### src/hdl/sarhp_regs.svh
/*
  timing counts and field positions of the converter host port.
  assumes inclusion by bare name from the design files.
*/
// Contract
// - start and read act only while chip select is low; else bus floats.
// - trigger low clears the approximation register; conversion begins on its release.
// - clear takes effect only with trigger, chip select and converter clock all low.
// - on release the register holds zero in the top bit, ones below.
// - each converter clock step keeps or flips the tested bit, then moves down.
// - only bit decisions advance on the external converter clock; clear and release follow the trigger.
// - done output goes low once the last bit is decided.
// - conversion time runs from the starting clock edge to the done edge.
// - chip select and read both low enable the result outputs.
// - data read keeps the bus floating until done is low.
// - status read puts the done flag on result bit 7.
// - status read keeps result bits 0 to 6 floating.
// - format choice high gives offset binary, low gives two's complement.
// - the result leaves over eight parallel three-state outputs.
`ifndef SARHP_REGS_SVH
`define SARHP_REGS_SVH
`define SARHP_WIDTH 8
`define SARHP_MSB 7
`define SARHP_STATUS_BIT 7
`define SARHP_STEPS 8
`define SARHP_FIRST_TRIAL 8'h7F
`define SARHP_PIN_IDLE 6'h3E
`endif

### src/hdl/sarhp_pkg.sv
/*
  types shared by the converter host port modules.
  assumes nothing beyond the header.
*/
package sarhp_pkg;
  typedef enum logic [1:0] {SARHP_IDLE, SARHP_CLEAR, SARHP_CONV} sarhp_state_e;
endpackage

### src/hdl/sarhp_sync_if.sv
/*
  interface carrying synchronised pin levels and edge events.
  assumes one clock domain.
*/
`timescale 1ns/1ps
`default_nettype none
interface sarhp_sync_if;
  logic cs_n;
  logic trig_n;
  logic rd_n;
  logic sel;
  logic fmt;
  logic cclk;
  logic cclk_rise;
  modport src (output cs_n, trig_n, rd_n, sel, fmt, cclk, cclk_rise);
  modport dst (input cs_n, trig_n, rd_n, sel, fmt, cclk, cclk_rise);
endinterface
`default_nettype wire

### src/hdl/sarhp_sync.sv
/*
  three-stage synchroniser for host pins and the converter clock pin.
  assumes pins asynchronous to CLOCK; a level counts once stages two and three agree.
*/
`timescale 1ns/1ps
`default_nettype none
`include "sarhp_regs.svh"
module sarhp_sync (
  input wire logic clock, // system clock
  input wire logic rst_b, // async reset, active low
  input wire logic [5:0] pins, // cs_n, trig_n, rd_n, sel, fmt, cclk
  sarhp_sync_if.src so // filtered levels
);
  logic [5:0] s1_r;
  logic [5:0] s2_r;
  logic [5:0] s3_r;
  logic [5:0] lvl_r;
  logic rise_r;
  // three stages; stage one is read only by stage two
  // reset to idle pin levels, so no false converter clock edge follows reset
  always_ff @(posedge clock or negedge rst_b) begin
    if (!rst_b) begin
      s1_r <= `SARHP_PIN_IDLE;
      s2_r <= `SARHP_PIN_IDLE;
      s3_r <= `SARHP_PIN_IDLE;
    end else begin
      s1_r <= pins;
      s2_r <= s1_r;
      s3_r <= s2_r;
    end
  end
  // accept a bit once stages two and three agree; cclk starts low
  always_ff @(posedge clock or negedge rst_b) begin
    if (!rst_b) begin
      lvl_r <= `SARHP_PIN_IDLE;
      rise_r <= 1'b0;
    end else begin
      for (int i = 0; i < 6; i++) begin
        if (s2_r[i] == s3_r[i]) begin
          lvl_r[i] <= s2_r[i];
        end
      end
      rise_r <= (s2_r[0] == s3_r[0]) && s2_r[0] && !lvl_r[0];
    end
  end
  assign so.cs_n = lvl_r[5];
  assign so.trig_n = lvl_r[4];
  assign so.rd_n = lvl_r[3];
  assign so.sel = lvl_r[2];
  assign so.fmt = lvl_r[1];
  assign so.cclk = lvl_r[0];
  assign so.cclk_rise = rise_r;
endmodule
`default_nettype wire

### src/hdl/sarhp_top.sv
/*
  control and host port of an 8-bit successive-approximation converter.
  assumes comparator level from the analog side, stable before each converter clock rise;
  the pad ring resolves the result bus from the per-bit enables.
*/
`timescale 1ns/1ps
`default_nettype none
`include "sarhp_regs.svh"
module sarhp_top (
  input wire logic CLOCK, // 200 MHz system clock
  input wire logic RST_B, // async reset, active low
  input wire logic CHIP_SEL_N, // chip select, active low
  input wire logic TRIGGER_N, // start conversion, active low
  input wire logic READ_N, // read enable, active low
  input wire logic DATA_OR_FLAG_CHOICE, // 1 data read, 0 status read
  input wire logic FORMAT_CHOICE, // 1 offset binary, 0 two's complement
  input wire logic CONV_CLK, // external converter clock pin
  input wire logic COMP_IN, // comparator: 1 sets the tested bit, 0 clears it
  output logic [7:0] TRIAL_CODE, // code presented to the internal converter
  output logic DONE_N, // conversion complete, active low
  output logic [7:0] RESULT_BUS_O, // result bus drive value
  output logic [7:0] RESULT_BUS_OE // result bus per-bit output enable
);
  sarhp_sync_if sy ();
  logic [7:0] approximation_register_r;
  logic [7:0] bit_ptr_r;
  logic done_n_r;
  sarhp_pkg::sarhp_state_e state_r;
  logic [7:0] rbo_nxt;
  logic [7:0] rboe_nxt;
  logic [7:0] rbo_r;
  logic [7:0] rboe_r;
  logic clear_cond;

  // format conversion of the stored code
  function automatic logic [7:0] fmt_code(input logic [7:0] c, input logic ob);
    fmt_code = ob ? c : {~c[`SARHP_MSB], c[6:0]};
  endfunction

  sarhp_sync u_sync (
    .clock(CLOCK),
    .rst_b(RST_B),
    .pins({CHIP_SEL_N, TRIGGER_N, READ_N, DATA_OR_FLAG_CHOICE, FORMAT_CHOICE, CONV_CLK}),
    .so(sy)
  );

  assign clear_cond = !sy.trig_n && !sy.cs_n && !sy.cclk;

  // sequencer: clear, release, then one bit per converter clock rise
  always_ff @(posedge CLOCK or negedge RST_B) begin
    if (!RST_B) begin
      state_r <= sarhp_pkg::SARHP_IDLE;
      approximation_register_r <= 8'h00;
      bit_ptr_r <= 8'h00;
      done_n_r <= 1'b1;
    end else begin
      unique case (state_r)
        sarhp_pkg::SARHP_IDLE: begin
          if (clear_cond) begin
            state_r <= sarhp_pkg::SARHP_CLEAR;
            approximation_register_r <= 8'h00;
            done_n_r <= 1'b1;
          end
        end
        sarhp_pkg::SARHP_CLEAR: begin
          if (sy.trig_n) begin
            state_r <= sarhp_pkg::SARHP_CONV;
            approximation_register_r <= `SARHP_FIRST_TRIAL;
            bit_ptr_r <= 8'h80;
          end
        end
        sarhp_pkg::SARHP_CONV: begin
          if (clear_cond) begin
            state_r <= sarhp_pkg::SARHP_CLEAR; // restart mid-conversion
            approximation_register_r <= 8'h00;
          end else if (sy.cclk_rise) begin
            // decide tested bit; trial code has it zero only for the top bit, the comparator level replaces it
            approximation_register_r <= (approximation_register_r & ~bit_ptr_r)
              | (COMP_IN ? bit_ptr_r : 8'h00);
            bit_ptr_r <= bit_ptr_r >> 1;
            if (bit_ptr_r == 8'h01) begin
              state_r <= sarhp_pkg::SARHP_IDLE;
              done_n_r <= 1'b0;
            end
          end
        end
      endcase
    end
  end

  // host read port
  always_comb begin
    rbo_nxt = 8'h00;
    rboe_nxt = 8'h00;
    if (!sy.cs_n && !sy.rd_n) begin
      if (!sy.sel) begin
        rbo_nxt[`SARHP_STATUS_BIT] = done_n_r;
        rboe_nxt = 8'h80;
      end else if (!done_n_r) begin
        rbo_nxt = fmt_code(approximation_register_r, sy.fmt);
        rboe_nxt = 8'hFF;
      end
    end
  end

  // registered outputs
  always_ff @(posedge CLOCK or negedge RST_B) begin
    if (!RST_B) begin
      rbo_r <= 8'h00;
      rboe_r <= 8'h00;
    end else begin
      rbo_r <= rbo_nxt;
      rboe_r <= rboe_nxt;
    end
  end

  assign TRIAL_CODE = approximation_register_r;
  assign DONE_N = done_n_r;
  assign RESULT_BUS_O = rbo_r;
  assign RESULT_BUS_OE = rboe_r;

  // helper count of bit decisions in the running conversion, for the interval check
  logic [3:0] steps_r;
  always_ff @(posedge CLOCK or negedge RST_B) begin
    if (!RST_B) begin
      steps_r <= 4'h0;
    end else if (state_r != sarhp_pkg::SARHP_CONV) begin
      steps_r <= 4'h0;
    end else if (sy.cclk_rise && !clear_cond) begin
      steps_r <= steps_r + 4'h1;
    end
  end
endmodule
`default_nettype wire

### config.mk
export PLATFORM = sky130hd
export DESIGN_NAME = sarhp_top
export DESIGN_NICKNAME = d
export VERILOG_FILES = /design/src/hdl/sarhp_pkg.sv /design/src/hdl/sarhp_sync_if.sv /design/src/hdl/sarhp_sync.sv /design/src/hdl/sarhp_top.sv
export VERILOG_INCLUDE_DIRS = /design/src /design/src/hdl
export SDC_FILE = /design/constraint.sdc
export NUM_CORES = 1
export LEC_CHECK = 0
export BUFFER_PORTS_ARGS = -buffer_cell sky130_fd_sc_hd__buf_4
export CORE_ASPECT_RATIO = 1.25
export CORE_MARGIN = 10
export CORE_UTILIZATION = 55
export DETAILED_ROUTE_END_ITERATION = 7
export PLACE_DENSITY = 0.78
export SLEW_MARGIN = 20
export SYNTH_ARGS = -nofsm -noshare
export SYNTH_HDL_FRONTEND = slang
export SYNTH_SLANG_ARGS = --single-unit
### constraint.sdc
create_clock -name CLOCK -period 2.1 [get_ports CLOCK]
set_clock_uncertainty 0.05 [all_clocks]
set_input_delay 0 -clock CLOCK [delete_from_list [all_inputs] [get_ports CLOCK]]
set_output_delay 0 -clock CLOCK [all_outputs]
set_load 0.01 [all_outputs]
Word-level counts from Yosys, hierarchy flattened
Cells that the tools add are included.
{ "totals": {"regBits": 60, "inputBits": 9, "elab_cells": 81, "output_inout_bits": 25} }
{ "classes": {"n_bitwise": 4, "n_eq_ne": 16, "reduce_logical": 16, "n_mux": 29} }
{ "ops": {"columns": ["operator", "count"], "rows": [
  ["8-bit 2-to-1 mux", 14],
  ["8-bit case mux with 3 select lines", 1],
  ["8-bit case mux with 2 select lines", 1],
  ["2-bit 2-to-1 mux", 5],
  ["8-bit AND", 1],
  ["8-bit by 1-bit == test with 1-bit output (second input constant)", 1],
  ["8-bit inverter", 1],
  ["8-bit bitwise OR", 1],
  ["4-bit AND reduction", 2],
  ["7-bit 2-to-1 mux", 1],
  ["1-bit == test", 6],
  ["2-bit inequality test (second input constant)", 3],
  ["2-bit case mux with 3 select lines", 1],
  ["1-bit logical AND", 5],
  ["1-bit 2-to-1 mux", 5],
  ["5-bit AND reduction", 1],
  ["1-bit zero test", 4],
  ["2-bit by 1-bit inequality test with 1-bit output (second input constant)", 2],
  ["2-bit nonzero test", 2],
  ["3-bit by 2-bit inequality test with 1-bit output (second input constant)", 1],
  ["3-bit inequality test (second input constant)", 1],
  ["3-bit AND reduction", 1],
  ["2-bit by 1-bit == test with 1-bit output (second input constant)", 1],
  ["2-bit == test (second input constant)", 1],
  ["other kinds (3)", 3]
]} }

Longest topological paths before layout
{ "depth": {"word_depth": 6, "depth_mapped": 8, "depth_no_buf": 6} }

Modules after synthesis
Synthesis repeated with hierarchy kept, for this count alone.
{ "unflattened": {"cells_unflattened": 172, "hier_area_um2": 2220.9} }
{ "by_module_without_submodules": {"columns": ["mod", "seq_area_each_um2", "cells_per_inst", "area_each_um2", "n_inst"], "rows": [
  ["sarhp_top", 726.9, 139, 1480.2, 1],
  ["sarhp_sync", 650.6, 33, 740.7, 1]
]} }

Least setup slack after synthesis
Ideal clock, no wire load.
{ "synth_timing": {"path_kind": "register to register", "start": "reg state_r[0]", "end": "reg state_r[1]", "period_less_slack_ns": 1.625, "slack_ns": 0.475, "stages_incl_launch_ff": 7, "t_arrival_ns": 1.450, "setup_time_ns": 0.125, "path_cell_list": "dfrtp_1 -> inv_1 -> ha_1 -> and2b_1 -> o21ai_2 -> o211ai_2 -> mux2_4"} }
{ "synth_via": {"elab_chain_len": 3, "elab_cells_between_ends": 9, "classes_between": "eq/ne: 6; mux: 1; reduce/logical: 2"} }
{ "synth_rtl": {"columns": ["item", "line_no", "rtl"], "rows": [
  ["from (decl)", "sarhp_top.sv:28", "sarhp_pkg::sarhp_state_e state_r;"],
  ["from (signal assigned)", "sarhp_top.sv:52", "state_r <= sarhp_pkg::SARHP_IDLE;"],
  ["from (signal assigned)", "sarhp_top.sv:60", "state_r <= sarhp_pkg::SARHP_CLEAR;"],
  ["from (signal assigned)", "sarhp_top.sv:67", "state_r <= sarhp_pkg::SARHP_CONV;"],
  ["2-bit == test (tied with other cells)", "sarhp_top.sv:57", "unique case (state_r)"],
  ["3-bit inequality test (no line) (tied with other cells)", null, null],
  ["4-bit AND reduction (no line)", null, null]
]} }
Several ways; a longest one is shown, not always the timed one.
A chain may end at the register's enable or synchronous reset.

Worst setup path in the final report
{ "layout_timing": {"start": "reg state_r[0]", "end": "reg bit_ptr_r[6]"} }
{ "layout_via": {"elab_chain_len": 3, "elab_cells_between_ends": 8, "classes_between": "eq/ne: 5; mux: 1; reduce/logical: 2"} }
{ "layout_rtl": {"columns": ["item", "line_no", "rtl"], "rows": [
  ["2-bit == test / 2-bit by 1-bit == test with 1-bit output (equally long branches)", "sarhp_top.sv:57", null],
  ["2-bit by 1-bit inequality test with 1-bit output (no line) (tied with other cells)", null, null],
  ["4-bit AND reduction (no line)", null, null],
  ["to (signal assigned)", "sarhp_top.sv:80", "bit_ptr_r <= bit_ptr_r >> 1;"],
  ["to (decl)", "sarhp_top.sv:26", "logic [7:0] bit_ptr_r;"]
]} }
Several ways; a longest one is shown, not always the timed one.

==> run_results.csv <==
group,metric,value,unit
detailed_routing,via_count,1354,
placement,portBuffers,33,
die,io_pins,34,
detailed_routing,drt-pass1-iter-count,4,
synth,synth_commonest_cells,"dfrtp_1 (33), dfstp_2 (21), nand2_1 (16)",
sta,hold_viol,0,
synth,ys_ff_latch,54,
power,switchingPower,863,uW
final_layout,fin_area,2520,sq um
setup_path,crit_end,"bit_ptr_r[6]$_DFFE_PN0P_",
grt,grtUsageMet2,0.229,
sta,min_period,1.79,ns
setup_path,path_common_cell,"nand3_1",
setup_path,rr_worst_depth,6,
clock_tree,cts.clk_slew.worst_paths,0.09,ns
sta,final_max_slew_viol_count,0,
power,power_frac_seq,0.488,
sta,slew_headroom,0.574,
sta,final-setup-viol-count,0,
clock_tree,cts.htree.levels,2,
synth,yosys.area.top_type,"dfrtp_1",
setup_path,r2r_slack,0.31,ns
die,rows,25,
power,comb_power_share,0.294,
synth,ys_warn_count,0,
setup_path,max_stage_delay,0.42,ns
grt,grt_pass1_vias,1458,
power,power_density,1050,nW/um^2
synth,ys_top_cells_by_area,"dfrtp_1 (39%), dfstp_2 (26%), mux2_2 (4.2%)",
setup_path,critical_path_class,"reg2reg",
synth,syn_avg_cell_area,13.3,sq um
setup_path,worstSetupStartpointType,"flip-flop",
clock_tree,clk_path_buf_depth,2,
power,swShare,0.325,
hold_path,hold_depth,4,
synth,syn-cell-area,2120,sq um
setup_path,critPathArrivalTime,1.92,ns
final_layout,multi_input_area,661,sq um
setup_path,critPathMaxFanout,11,
final_layout,antennaDiodeCount,0,
setup_path,crit_cells,6,
grt,grt_pass1_wl,6.86,mm
detailed_routing,antenna_left,0,
grt,use_met1,0.142,
setup_path,slowest_stage,"dfrtp_1",
die,die_area,6760,sq um
clock_tree,cts.sinks,54,
setup_path,endpoint_kind,"flip-flop",
grt,track_usage,0.134,
synth,yosysSeqAreaShare,0.650,
detailed_routing,routed_wl,4.04,mm
synth,ys_types,35,
die,initial_core_util,0.565,
hold_path,hold_path_class,"in2reg",
detailed_routing,wl_per_cell,16.8,um
detailed_routing,drc,0,
power,clkPwrFrac,0.217,
power,p_leak,0.00120,uW
setup_path,path_cells,"inv_1, ha_1, o31a_2, nand3_1, nand3_1, o21ai_0",
die,fp.dieH,89.4,um
sta,finalSetupTns,0,ns
grt,grtUsageMet3,0.0489,
setup_path,critPathBufInv,1,
final_layout,drive_above_1_share,0.380,
final_layout,seq_area,1380,sq um
setup_path,required,2.23,ns
final_layout,fin_cells,240,
setup_path,r2r_end,"bit_ptr_r[6]$_DFFE_PN0P_",
grt,grt_max_degree,55,
sta,fmax,557,MHz
final_layout,fin_nets,213,
clock_tree,clk_latency,0.30,ns
placement,dp_cells,225,
synth,async_reset_ff_frac,1.00,
die,core_area,3750,sq um
power,power,2650,uW
power,intPower,1790,uW
synth,synth_top_cell_area_share,0.389,
die,dieWidth,75.5,um
power,ir_drop,630,uV
placement,gp_congestion,0.810,
placement,place_area,2360,sq um
clock_tree,hold_buffers,7,
clock_tree,post-cts-setup-buffer-count,0,
final_layout,finish.utilization,0.671,
sta,worstMarginPinSlew,0.639,ns
setup_path,crit_start,"state_r[0]$_DFFE_PN0P_",
sta,finalCritPeriodShare,0.854,
clock_tree,cts_tree,"yes",
outcome,outcome,"finished, final reports clean",
grt,grt.busiest_layer,"met2",
final_layout,area_growth,18.8,%
synth,synth_edf_count,0,
setup_path,crit_family,"simple AND/OR/NAND/NOR gates",
final_layout,nFillCells,280,
placement,post-dp-hpwl,2.94,mm
clock_tree,clockRootBuffer,"clkbuf_8",
synth,synth_cells,160,
flow_run,drv_cap,0,
synth,synth_fp_nets,174,
grt,antenna_found_initial,0,
grt,grt.overflow.total,0,
setup_path,r2r-start,"state_r[0]$_DFFE_PN0P_",
synth,synth.most_common_cell,"dfrtp_1",
clock_tree,cts_buffers,5,
sta,rsz0062_at_grt,"false",
detailed_routing,viasPerCell,5.64,
detailed_routing,drtIter0Drc,122,
synth,synthFlopType,"dfrtp_1",
clock_tree,post_cts_resized,0,
[cell families after synthesis]
| kind of cell | synth area share |
|---|---|
| adders and majority gates | 0.0531 |
| buffers and inverters | 0.0389 |
| xor gates and xnor gates | 0.00413 |
| DFF | 0.650 |
| and+or+nand+nor | 0.117 |
| muxes | 0.0496 |
| AOI/OAI and AO/OA | 0.0873 |
[layer usage]
layer | vias to the layer above | share of wire
met1 | 663 | 0.39
met3 | 7 | 0.087
li1 | 633 | -
met4 | 0 | 0.024
met5 | - | 0
met2 | 51 | 0.50
[power groups by stage]
stage | registers (uW) | clock network (uW) | logic (uW)
finish | 1300 | 576 | 782
global route | 1320 | 634 | 863
CTS | 1300 | 592 | 782
detailed placement | 1320 | 0 | 767
global placement | 1310 | 0 | 715
floorplan | 1300 | 0 | 536
[worst min-delay path by stage]
stage	from	end	slack, ns
after global placement	RST_B	RESULT_BUS_OE[6]$_DFF_PN0_	-0.002
after CTS	COMP_IN	TRIAL_CODE[1]$_DFFE_PN0P_	0.12
after floorplan	RST_B	RESULT_BUS_OE[6]$_DFF_PN0_	-0.35
after global routing	COMP_IN	TRIAL_CODE[1]$_DFFE_PN0P_	0.13
final	COMP_IN	TRIAL_CODE[1]$_DFFE_PN0P_	0.12
after detailed placement	RST_B	RESULT_BUS_O[5]$_DFF_PN0_	0.02
[tightest hold or removal path, cell delays in order]
cell and delay [ns]:
buf_4 0.12, mux2_2 0.15, a21oi_1 0.06, o2bb2ai_1 0.11
[stage by stage]
stage | setup slack, ns | hold slack [ns]
2_1_floorplan | 0.475 | -0.346
3_3_place_gp | 0.436 | -0.00210
3_5_place_dp | 0.326 | 0.0197
4_1_cts | 0.307 | 0.118
5_1_grt | 0.170 | 0.131
6_report | 0.306 | 0.121
[sequential cells by signal (all words and copies together), names as in the netlist]
signal / count
u_sync.s2_r: 6
u_sync.s1_r: 6
RESULT_BUS_OE: 2
bit_ptr_r: 8
state_r: 2
u_sync.so.cclk_rise: 1
RESULT_BUS_O: 8
TRIAL_CODE: 8
u_sync.lvl_r: 6
u_sync.s3_r: 6
DONE_N: 1
[layout by cell type (no fill, tap or decap), types with 2 or more instances in the layout]
master         netlist  routed
and3_1               2       2
nor4b_1              2       2
dfrtp_1             33      33
a21oi_1              9       9
nand3_1              9       9
o2bb2ai_1            9       9
nor2b_1              2       2
buf_4                6      34
o21ai_0              3       3
ha_1                 5       5
mux2_2               8       8
and2_1               7       7
dfstp_2             21      21
dlygate4sd3_1        0       7
nand2_1             16      16
clkbuf_8             1       6
inv_1                4       4
maj3_1               5       5
[layout make-up]
| class | instances | area share |
|---|---|---|
| Sequential cell | 54 | 0.547 |
| Multi-Input combinational cell | 93 | 0.262 |
| Timing Repair Buffer | 41 | 0.129 |
| Clock buffer | 7 | 0.0343 |
| Tap cell | 40 | 0.0199 |
| Inverter | 4 | 0.00596 |
| Clock inverter | 1 | 0.00199 |
No activity file was read; power rests on OpenSTA's default activity.
